===== config.mk =====
export PLATFORM = sky130hd
export DESIGN_NAME = bsc_regs
export DESIGN_NICKNAME = d
export VERILOG_FILES = /design/src/design/bsc_pkg.sv /design/src/design/bsc_byte_reg.sv /design/src/design/bsc_regs.sv
export SDC_FILE = /design/constraint.sdc
export NUM_CORES = 1
export LEC_CHECK = 0
export BUFFER_PORTS_ARGS = -buffer_cell sky130_fd_sc_hd__buf_2
export CORE_AREA = 4 4 107 109
export DETAILED_ROUTE_END_ITERATION = 12
export DIE_AREA = 0 0 111 113
export PLACE_DENSITY = 0.57
export SYNTH_ARGS = -nofsm -noshare
export SYNTH_HDL_FRONTEND = slang
export SYNTH_SLANG_ARGS = --single-unit

===== constraint.sdc =====
create_clock -name aclk -period 4.25 [get_ports aclk]
set_input_delay 0.6375 -clock aclk [delete_from_list [all_inputs] [get_ports aclk]]
set_output_delay 0.6375 -clock aclk [all_outputs]
set_load 0.02 [all_outputs]

===== src/design/bsc_pkg.sv =====
// Constants for the bias and system control register bank.
//
// Behaviour
// - Bias bit 7 picks half or twelfth level
// - Bias generator off when no pin selected
// - Bias bits 6..0 connect common, inputs five..zero
// - Any number of bias pins at once
// - Bias register resets to zero
// - System control at 09h, resets to 10h
// - Monitor 000 off, 001 shorts inputs mid-supply
// - Monitor 010 temperature sensor, host enables amplifier
// - Monitor 011/100 supply measurements force gain one
// - Monitor 101..111 burn-out 0.2, 1, 10 uA
// - Bits 4:3 select calibration averaging count
// - Bit 2 enables serial interface timeout
// - Bit 1 appends checksum byte
// - Bit 0 prepends status byte
package bsc_pkg;

  // ---------------------------------------------------------------------------
  // Register map.
  // ---------------------------------------------------------------------------
  localparam logic [7:0]  BSC_SENSOR_BIAS_SELECT_IDX = 8'h08;
  localparam logic [7:0]  BSC_SYSTEM_CONTROL_IDX     = 8'h09;
  localparam logic [11:0] BSC_SENSOR_BIAS_SELECT_ADDR = 12'h020;
  localparam logic [11:0] BSC_SYSTEM_CONTROL_ADDR     = 12'h024;
  localparam logic [7:0]  BSC_SENSOR_BIAS_RESET      = 8'h00;
  localparam logic [7:0]  BSC_SYSTEM_CONTROL_RESET   = 8'h10;

  // ---------------------------------------------------------------------------
  // Field positions.
  // ---------------------------------------------------------------------------
  localparam int BSC_BIAS_LEVEL_BIT   = 7;
  localparam int BSC_BIAS_PINS_MSB    = 6;
  localparam int BSC_MONITOR_MSB      = 7;
  localparam int BSC_MONITOR_LSB      = 5;
  localparam int BSC_CAL_COUNT_MSB    = 4;
  localparam int BSC_CAL_COUNT_LSB    = 3;
  localparam int BSC_TIMEOUT_BIT      = 2;
  localparam int BSC_CHECKSUM_BIT     = 1;
  localparam int BSC_STATUS_BYTE_BIT  = 0;

  // ---------------------------------------------------------------------------
  // Monitor selections and calibration counts.
  // ---------------------------------------------------------------------------
  typedef enum logic [2:0] {
    BSC_MON_OFF      = 3'b000,
    BSC_MON_SHORT    = 3'b001,
    BSC_MON_TEMP     = 3'b010,
    BSC_MON_ANALOG   = 3'b011,
    BSC_MON_DIGITAL  = 3'b100,
    BSC_MON_BURN_LO  = 3'b101,
    BSC_MON_BURN_MID = 3'b110,
    BSC_MON_BURN_HI  = 3'b111
  } bsc_monitor_e;

  localparam logic [4:0] BSC_CAL_ONE     = 5'h01;
  localparam logic [4:0] BSC_CAL_FOUR    = 5'h04;
  localparam logic [4:0] BSC_CAL_EIGHT   = 5'h08;
  localparam logic [4:0] BSC_CAL_SIXTEEN = 5'h10;

  localparam logic [1:0] BSC_RESP_OKAY   = 2'b00;
  localparam logic [1:0] BSC_RESP_SLVERR = 2'b10;

endpackage


===== src/design/bsc_byte_reg.sv =====
// One 8-bit software register with byte-lane write and reset value.
`timescale 1ns/10ps
module bsc_byte_reg #(
  parameter logic [7:0] RESET_VALUE = 8'h00
) (
  input  wire logic       aclk,
  input  wire logic       aresetn,
  input  wire logic       write_en,
  input  wire logic [7:0] write_data,
  output logic      [7:0] value
);

  always_ff @(posedge aclk) begin
    if (!aresetn) begin
      value <= RESET_VALUE;
    end else if (write_en) begin
      value <= write_data;
    end
  end

endmodule


===== src/design/bsc_regs.sv =====
// Sensor bias and system control register bank behind an AXI4-Lite slave.
//
// Decided for this implementation: the AXI4-Lite interface to the registers.
`timescale 1ns/10ps
module bsc_regs
  import bsc_pkg::*;
(
  input  wire logic        aclk,
  input  wire logic        aresetn,
  input  wire logic [11:0] s_axi_awaddr,
  input  wire logic        s_axi_awvalid,
  output logic             s_axi_awready,
  input  wire logic [31:0] s_axi_wdata,
  input  wire logic [3:0]  s_axi_wstrb,
  input  wire logic        s_axi_wvalid,
  output logic             s_axi_wready,
  output logic      [1:0]  s_axi_bresp,
  output logic             s_axi_bvalid,
  input  wire logic        s_axi_bready,
  input  wire logic [11:0] s_axi_araddr,
  input  wire logic        s_axi_arvalid,
  output logic             s_axi_arready,
  output logic      [31:0] s_axi_rdata,
  output logic      [1:0]  s_axi_rresp,
  output logic             s_axi_rvalid,
  input  wire logic        s_axi_rready,
  output logic             bias_level_select,
  output logic             bias_generator_enable,
  output logic             bias_to_common_input,
  output logic      [5:0]  bias_to_inputs,
  output logic      [2:0]  monitor_select,
  output logic             monitor_inputs_shorted,
  output logic             monitor_temperature,
  output logic             monitor_analog_supply,
  output logic             monitor_digital_supply,
  output logic             gain_forced_one,
  output logic      [2:0]  burnout_enable,
  output logic      [4:0]  calibration_average_count,
  output logic             timeout_enable,
  output logic             checksum_enable,
  output logic             status_byte_enable
);

  // ---------------------------------------------------------------------------
  // Write channel capture.
  // ---------------------------------------------------------------------------
  logic [11:0] aw_addr;
  logic        aw_held;
  logic [7:0]  w_data;
  logic        w_lane0;
  logic        w_held;
  logic [7:0]  sensor_bias_select;
  logic [7:0]  system_control;

  wire aw_take   = s_axi_awvalid && s_axi_awready;
  wire w_take    = s_axi_wvalid && s_axi_wready;
  wire do_write  = aw_held && w_held && !s_axi_bvalid;
  wire hit_bias  = (aw_addr == BSC_SENSOR_BIAS_SELECT_ADDR);
  wire hit_sys   = (aw_addr == BSC_SYSTEM_CONTROL_ADDR);
  wire wr_bias   = do_write && hit_bias && w_lane0;
  wire wr_sys    = do_write && hit_sys && w_lane0;

  assign s_axi_awready = !aw_held && !s_axi_bvalid;
  assign s_axi_wready  = !w_held && !s_axi_bvalid;

  always_ff @(posedge aclk) begin
    if (!aresetn) begin
      aw_held <= 1'b0;
      aw_addr <= 12'h000;
    end else if (aw_take) begin
      aw_held <= 1'b1;
      aw_addr <= {s_axi_awaddr[11:2], 2'b00};
    end else if (do_write) begin
      aw_held <= 1'b0;
    end
  end

  always_ff @(posedge aclk) begin
    if (!aresetn) begin
      w_held  <= 1'b0;
      w_data  <= 8'h00;
      w_lane0 <= 1'b0;
    end else if (w_take) begin
      w_held  <= 1'b1;
      w_data  <= s_axi_wdata[7:0];
      w_lane0 <= s_axi_wstrb[0];
    end else if (do_write) begin
      w_held <= 1'b0;
    end
  end

  always_ff @(posedge aclk) begin
    if (!aresetn) begin
      s_axi_bvalid <= 1'b0;
      s_axi_bresp  <= BSC_RESP_OKAY;
    end else if (do_write) begin
      s_axi_bvalid <= 1'b1;
      s_axi_bresp  <= (hit_bias || hit_sys) ? BSC_RESP_OKAY : BSC_RESP_SLVERR;
    end else if (s_axi_bready) begin
      s_axi_bvalid <= 1'b0;
    end
  end

  // ---------------------------------------------------------------------------
  // Register storage.
  // ---------------------------------------------------------------------------
  // Both registers reset to their documented values and store whole bytes.
  bsc_byte_reg #(
    .RESET_VALUE (BSC_SENSOR_BIAS_RESET)
  ) u_bias_reg (
    .aclk       (aclk),
    .aresetn    (aresetn),
    .write_en   (wr_bias),
    .write_data (w_data),
    .value      (sensor_bias_select)
  );

  bsc_byte_reg #(
    .RESET_VALUE (BSC_SYSTEM_CONTROL_RESET)
  ) u_sys_reg (
    .aclk       (aclk),
    .aresetn    (aresetn),
    .write_en   (wr_sys),
    .write_data (w_data),
    .value      (system_control)
  );

  // ---------------------------------------------------------------------------
  // Read channel.
  // ---------------------------------------------------------------------------
  wire [11:0] rd_addr  = {s_axi_araddr[11:2], 2'b00};
  wire        rd_bias  = (rd_addr == BSC_SENSOR_BIAS_SELECT_ADDR);
  wire        rd_sys   = (rd_addr == BSC_SYSTEM_CONTROL_ADDR);
  wire        ar_take  = s_axi_arvalid && s_axi_arready;
  wire [7:0]  rd_byte  = rd_bias ? sensor_bias_select :
                         rd_sys  ? system_control : 8'h00;

  assign s_axi_arready = !s_axi_rvalid;

  always_ff @(posedge aclk) begin
    if (!aresetn) begin
      s_axi_rvalid <= 1'b0;
      s_axi_rdata  <= 32'h0000_0000;
      s_axi_rresp  <= BSC_RESP_OKAY;
    end else if (ar_take) begin
      s_axi_rvalid <= 1'b1;
      s_axi_rdata  <= {24'h00_0000, rd_byte};
      s_axi_rresp  <= (rd_bias || rd_sys) ? BSC_RESP_OKAY : BSC_RESP_SLVERR;
    end else if (s_axi_rready) begin
      s_axi_rvalid <= 1'b0;
    end
  end

  // ---------------------------------------------------------------------------
  // Next register contents.
  // ---------------------------------------------------------------------------
  // The decoded outputs are flip-flops loaded from the value that each register
  // takes at the same edge, so they change together with the register.
  logic [7:0] next_bias;
  logic [7:0] next_sys;

  assign next_bias = !aresetn ? BSC_SENSOR_BIAS_RESET :
                     wr_bias  ? w_data : sensor_bias_select;
  assign next_sys  = !aresetn ? BSC_SYSTEM_CONTROL_RESET :
                     wr_sys   ? w_data : system_control;

  // ---------------------------------------------------------------------------
  // Bias control decode.
  // ---------------------------------------------------------------------------
  wire [6:0] next_pins      = next_bias[BSC_BIAS_PINS_MSB:0];
  wire       next_level_sel = next_bias[BSC_BIAS_LEVEL_BIT];
  wire       next_common    = next_pins[BSC_BIAS_PINS_MSB];
  wire [5:0] next_inputs    = next_pins[BSC_BIAS_PINS_MSB-1:0];
  wire       next_gen_en    = |next_pins;

  always_ff @(posedge aclk) begin
    bias_level_select     <= next_level_sel;
    bias_to_common_input  <= next_common;
    bias_to_inputs        <= next_inputs;
    bias_generator_enable <= next_gen_en;
  end

  // ---------------------------------------------------------------------------
  // System control decode.
  // ---------------------------------------------------------------------------
  bsc_monitor_e next_mon;
  logic [1:0]   next_cal_code;
  logic [4:0]   next_cal_count;

  assign next_mon      = bsc_monitor_e'(next_sys[BSC_MONITOR_MSB:BSC_MONITOR_LSB]);
  assign next_cal_code = next_sys[BSC_CAL_COUNT_MSB:BSC_CAL_COUNT_LSB];

  // At most one monitor function drives the analog side per code; code 000 drives none.
  wire       next_short    = (next_mon == BSC_MON_SHORT);
  wire       next_temp     = (next_mon == BSC_MON_TEMP);
  wire       next_analog   = (next_mon == BSC_MON_ANALOG);
  wire       next_digital  = (next_mon == BSC_MON_DIGITAL);
  wire       next_gain_one = next_analog || next_digital;
  wire [2:0] next_burnout  = {next_mon == BSC_MON_BURN_HI,
                              next_mon == BSC_MON_BURN_MID,
                              next_mon == BSC_MON_BURN_LO};

  assign next_cal_count = (next_cal_code == 2'b00) ? BSC_CAL_ONE  :
                          (next_cal_code == 2'b01) ? BSC_CAL_FOUR :
                          (next_cal_code == 2'b10) ? BSC_CAL_EIGHT :
                                                     BSC_CAL_SIXTEEN;

  wire next_timeout  = next_sys[BSC_TIMEOUT_BIT];
  wire next_checksum = next_sys[BSC_CHECKSUM_BIT];
  wire next_status   = next_sys[BSC_STATUS_BYTE_BIT];

  always_ff @(posedge aclk) begin
    monitor_select         <= next_mon;
    monitor_inputs_shorted <= next_short;
    monitor_temperature    <= next_temp;
    monitor_analog_supply  <= next_analog;
    monitor_digital_supply <= next_digital;
    gain_forced_one        <= next_gain_one;
    burnout_enable         <= next_burnout;
  end

  always_ff @(posedge aclk) begin
    calibration_average_count <= next_cal_count;
    timeout_enable            <= next_timeout;
    checksum_enable           <= next_checksum;
    status_byte_enable        <= next_status;
  end

endmodule


Yosys cells after proc, flatten, opt, wreduce, memory -nomap -nowiden
Index checks and enable logic that the tools add are counted.

storage, ports and cells
  memory bits (read-only) = 0
  register bits after elaboration = 79
  memories = 0
  bits of input ports = 67
  RAM bits = 0
  bits in latches = 0

operators by class
  muxes and demuxes = 17
  $mul = 0
  reduce and logical (&&, ||, !) cells = 25
  bitwise gates (word level) = 0
  magnitude comparators = 0
  equality and inequality tests = 13
  add/subtract/negate cells = 0
  shift operators = 0
  divide/modulo/power cells = 0

operators by type and width
  kind                                                  count
  two-way mux 8 bit                                     6
  equality test 10 x 4 -> 1 bit, second input constant  4
  equality test 3 bit, second input constant            4
  logical AND 1 bit                                     11
  nonzero test 2 bit                                    4
  two-way mux 1 bit                                     7
  OR reduction 7 bit                                    1
  equality test 3 x 2 -> 1 bit, second input constant   2
  two-way mux 5 bit                                     1
  logical NOT 1 bit                                     4
  two-way mux 2 bit                                     2
  equality test 3 x 1 -> 1 bit, second input constant   1
  logical OR 1 bit                                      3
  two-way mux 3 bit                                     1
  equality test 2 x 1 -> 1 bit, second input constant   1
  equality test 2 bit, second input constant            1
  logical NOT 2 bit                                     1
  OR reduction 2 bit                                    1

Depth between registers and ports, before layout
  depth in word-level cells = 9
  mapped depth = 5

Cells and area by module
A second synthesis with hierarchy kept.

second synthesis, totals
  cells, all modules = 344
  area total of the unflattened synthesis = 3437.0 sq um

by module, submodules not included
  module                     area each (sq um)  cells an instance  instances
  bsc_regs                   2836.5             294                1
  bsc_byte_reg (u_bias_reg)  301.5              25                 1
  bsc_byte_reg (u_sys_reg)   299.0              25                 1

Worst setup path after synthesis
No wires, ideal clock.

  kind = register to register
  start point = reg s_axi_bvalid
  end point = reg calibration_average_count[3]
  buffers on the path = 1
  period minus slack after synthesis = 1532 ps
  data required time = 4129 ps
  arrival = 1411 ps
  library setup time = 121 ps
  path slack = 2718 ps
  stages on the path, launching flop included = 5
  cell sequence = dfxtp_1 and4b_4 and4_4 buf_6 mux2_2

on the way
  cells in the longest elaborated chain, start to end = 8
  elaborated cells between the ends (all ways) = 11

RTL lines
  item                                                     RTL line         RTL
  from (decl)                                              bsc_regs.sv:18   output logic s_axi_bvalid,
  from (signal assigned)                                   bsc_regs.sv:94   s_axi_bvalid <= 1'b0;
  from (signal assigned)                                   bsc_regs.sv:97   s_axi_bvalid <= 1'b1;
  from (signal assigned)                                   bsc_regs.sv:100  s_axi_bvalid <= 1'b0;
  logical NOT 1 bit (*)                                    bsc_regs.sv:57   wire do_write = aw_held && w_held && !s_axi_bvalid;
  logical AND 1 bit (*)                                    bsc_regs.sv:57
  logical AND 1 bit (*) (2 in series)                      bsc_regs.sv:61   wire wr_sys = do_write && hit_sys && w_lane0;
  two-way mux 8 bit (*)                                    bsc_regs.sv:165  wr_sys ? w_data : system_control;
  two-way mux 8 bit (*)                                    bsc_regs.sv:164  assign next_sys = !aresetn ? BSC_SYSTEM_CONTROL_RESET :
  equality test 2 bit, or another cell as far along        bsc_regs.sv:205  (next_cal_code == 2'b10) ? BSC_CAL_EIGHT :
  two-way mux 5 bit or OR reduction 2 bit (tied branches)  n/a
  to (signal assigned)                                     bsc_regs.sv:223  calibration_average_count <= next_cal_count;
  to (decl)                                                bsc_regs.sv:38   output logic [4:0] calibration_average_count,

Mark *: on every way between the ends. The rest lies on a longest branch, timed or not.
A chain may end at the register's enable or synchronous reset.

==> flow_summary.toml <==
[floorplan]
io_pins = 136
die-area_um2 = 12500
die_w_um = 111
initial_utilization_pct = 27.9
die_h_um = 113
core_area_um2 = 10600
rows = 38

[worst_setup_path]
critical_path_class = "in2reg"
critPathRequiredTime_ns = 4.51
worst-r2r-cell-count = 3
cp.arrival_ns = 2.19
crit_path_start_kind = "input pin"
end_kind = "register"
path_max_fanout = 57

[yosys]
synth_top_area_share_pct = 41.9
synth_top_area_cell = "dfxtp_1"
ys_ff_latch = 62
ys_seq_area_share_pct = 41.9
synth.most_common_cell = "dfxtp_1"
ys.flop_type = "dfxtp_1"
async_reset_ff_share_pct = 0
synth_edf_count = 0
ys_top_cells_by_area = "dfxtp_1, mux2i_1, buf_4"
synth_commonest_cells = "dfxtp_1, mux2i_1, buf_4"
yosys_warnings = 0
synth_cell_type_count = 41
netlist_instances = 303
netlist_area_um2 = 2960
avgSynthCellArea_um2 = 9.77

[place]
place_congestion = 0.763
placedCellCount = 496
place_ws_ns = 1.93
placed_area_um2 = 3300
portBuffers = 77
dp_hpwl_mm = 4.97

[routing]
wl_per_cell_um = 13.5
via_per_inst = 4.40
vias = 2251
first_pass_iters = 4
ant_nets = 0
drt-initial-drc-count = 102
drc = 0
wirelength_mm = 6.89

[cts]
cts_buffer_depth = 2
cts-root-buf = "clkbuf_8"
hold_buffers = 0
ctsResizeCount = 0
postCtsSetupBuffers = 0
cts.htree.levels = 3
insertion_delay_ns = 0.34
tritoncts = "built"
clock_sinks = 62
numCtsBuffers = 9
clk_pin_slew_ns = 0.07

[finish]
layout-drive-gt1-share_pct = 28.0
diodes = 0
area_growth_pct = 19.2
design_area_um2 = 3530
finalNonFillerCells = 512
fillerInstances = 1096
regArea_um2 = 1240
multi_input_area_um2 = 1480
nNetsFinal = 434

[sta]
setup_ws_ns = 2.32
slew_violations = 0
finalCritPeriodShare_pct = 45.4
fin_skew_ns = 0.0114
hold_viol = 0
fmax_mhz = 519
finalSetupTns_ns = 0
rsz0062_at_grt = "false"
slew_headroom_pct = 29.1
min_period_ns = 1.93
setup_viol = 0
worstMarginPinSlew_ns = 1.06

[pwr]
p_per_area_nw_per_um2 = 384
p_leak_uw = 0.00158
peakVddDrop_v = 0.000148

[grt]
grt_antenna_before_repair = 1
grt_max_degree = 58
grt_pass1_vias = 2110
grt_pass1_wl_mm = 11.1
grt_use_total_pct = 11.0
grt_overflow = 0

[min_path]
hold_depth = 2
hold_class = "reg2reg"

[job]
maxCapViolCount = 0

[status]
status = "finished clean"
## state kept, by name, indices dropped and copies added (netlist names), 3 cells and up
register                   flops
monitor_select                 3
calibration_average_count      4
u_sys_reg.value                5
bias_to_inputs                 4
w_data                         8
burnout_enable                 3
u_bias_reg.value               3
s_axi_rdata                    8
aw_addr                       10
## worst paths after layout
| path | endpoint | startpoint | slack [ns] |
|---|---|---|---|
| worst max-delay path | s_axi_rdata[3]$_SDFFE_PN0P_ | aresetn | 2.32 |
| worst min-delay path | s_axi_rresp[1]$_SDFFE_PN0P_ | s_axi_rresp[1]$_SDFFE_PN0P_ | 0.47 |
| worst max register to register | w_lane0$_SDFFE_PN0P_ | s_axi_bvalid$_SDFFE_PN0P_ | 2.51 |
| worst min register to register | s_axi_rresp[1]$_SDFFE_PN0P_ | s_axi_rresp[1]$_SDFFE_PN0P_ | 0.47 |
## power by group
group | internal (µW) | switching (µW)
combinational | 54.3 | 79.0
clock | 362 | 239
sequential | 598 | 21.8
total | 1010 | 339
## layout by cell type (no fill, tap or decap), types with 2 or more instances in the layout
cell type	netlist	final
buf_2	4	77
dfxtp_1	62	62
mux2i_1	53	53
nand2_1	29	29
conb_1	1	27
nor2b_1	24	24
o21ai_0	12	12
nand3_1	12	12
clkbuf_8	0	11
nor2_1	6	6
nand4b_1	5	5
nor4bb_1	4	4
nand2b_1	4	4
inv_1	3	3
nand4_1	3	3
nor4b_1	2	2
or4_1	2	2
o41ai_1	2	2
mux2_2	2	2
and3b_1	2	2
or3_1	2	2
nor3b_1	4	2
nor3b_2	0	2
a21oi_1	2	2
a21boi_0	2	2
o211a_1	2	2
bufinv_16	0	2
## per-stage QoR
stage | hold WS (ns) | util, % | total power (µW)
after floorplan | 0.469 | - | 747
after global placement | 0.450 | 31.1 | 764
after detailed placement | 0.459 | 31.1 | 767
after CTS | 0.473 | 33.3 | 1370
after global routing | 0.499 | 33.3 | 1410
final | 0.467 | 33.3 | 1350
## worst max-delay path, stage by stage
cell and delay (ns):
buf_2 0.65, nor4b_1 0.31, nand4b_1 0.31, o21ai_0 0.25
## final cells by class
| type | instances | share of cell area (%) |
|---|---|---|
| clock buffer | 11 | 4.29 |
| sequential | 62 | 35.2 |
| inverter | 3 | 0.319 |
| tap | 140 | 4.96 |
| timing repair buffer | 78 | 11.1 |
| clock inverter | 5 | 2.30 |
| multi-input combinational | 213 | 41.8 |
## logic make-up (layout without fill, tap and decap cells)
family                 after synthesis  count (layout)  synth area share [%]
AND/OR/NAND/NOR                    109             109                  22.6
flip-flops                          62              62                  41.9
multiplexers                        56              56                  19.1
buffers and inverters               54              97                  11.9
AO/OA/AOI/OAI                       21              21                  4.44
other                                1              27                 0.127
## per-layer routing
metal	share of wire, %	GRT usage (%)	up-vias
met4	1.6	4.19	2
met5	0.19	0	-
met2	43	15.7	87
met3	8.7	4.39	14
li1	-	-	1122
met1	47	15.0	1026
Power figures use the tool's default switching activity.
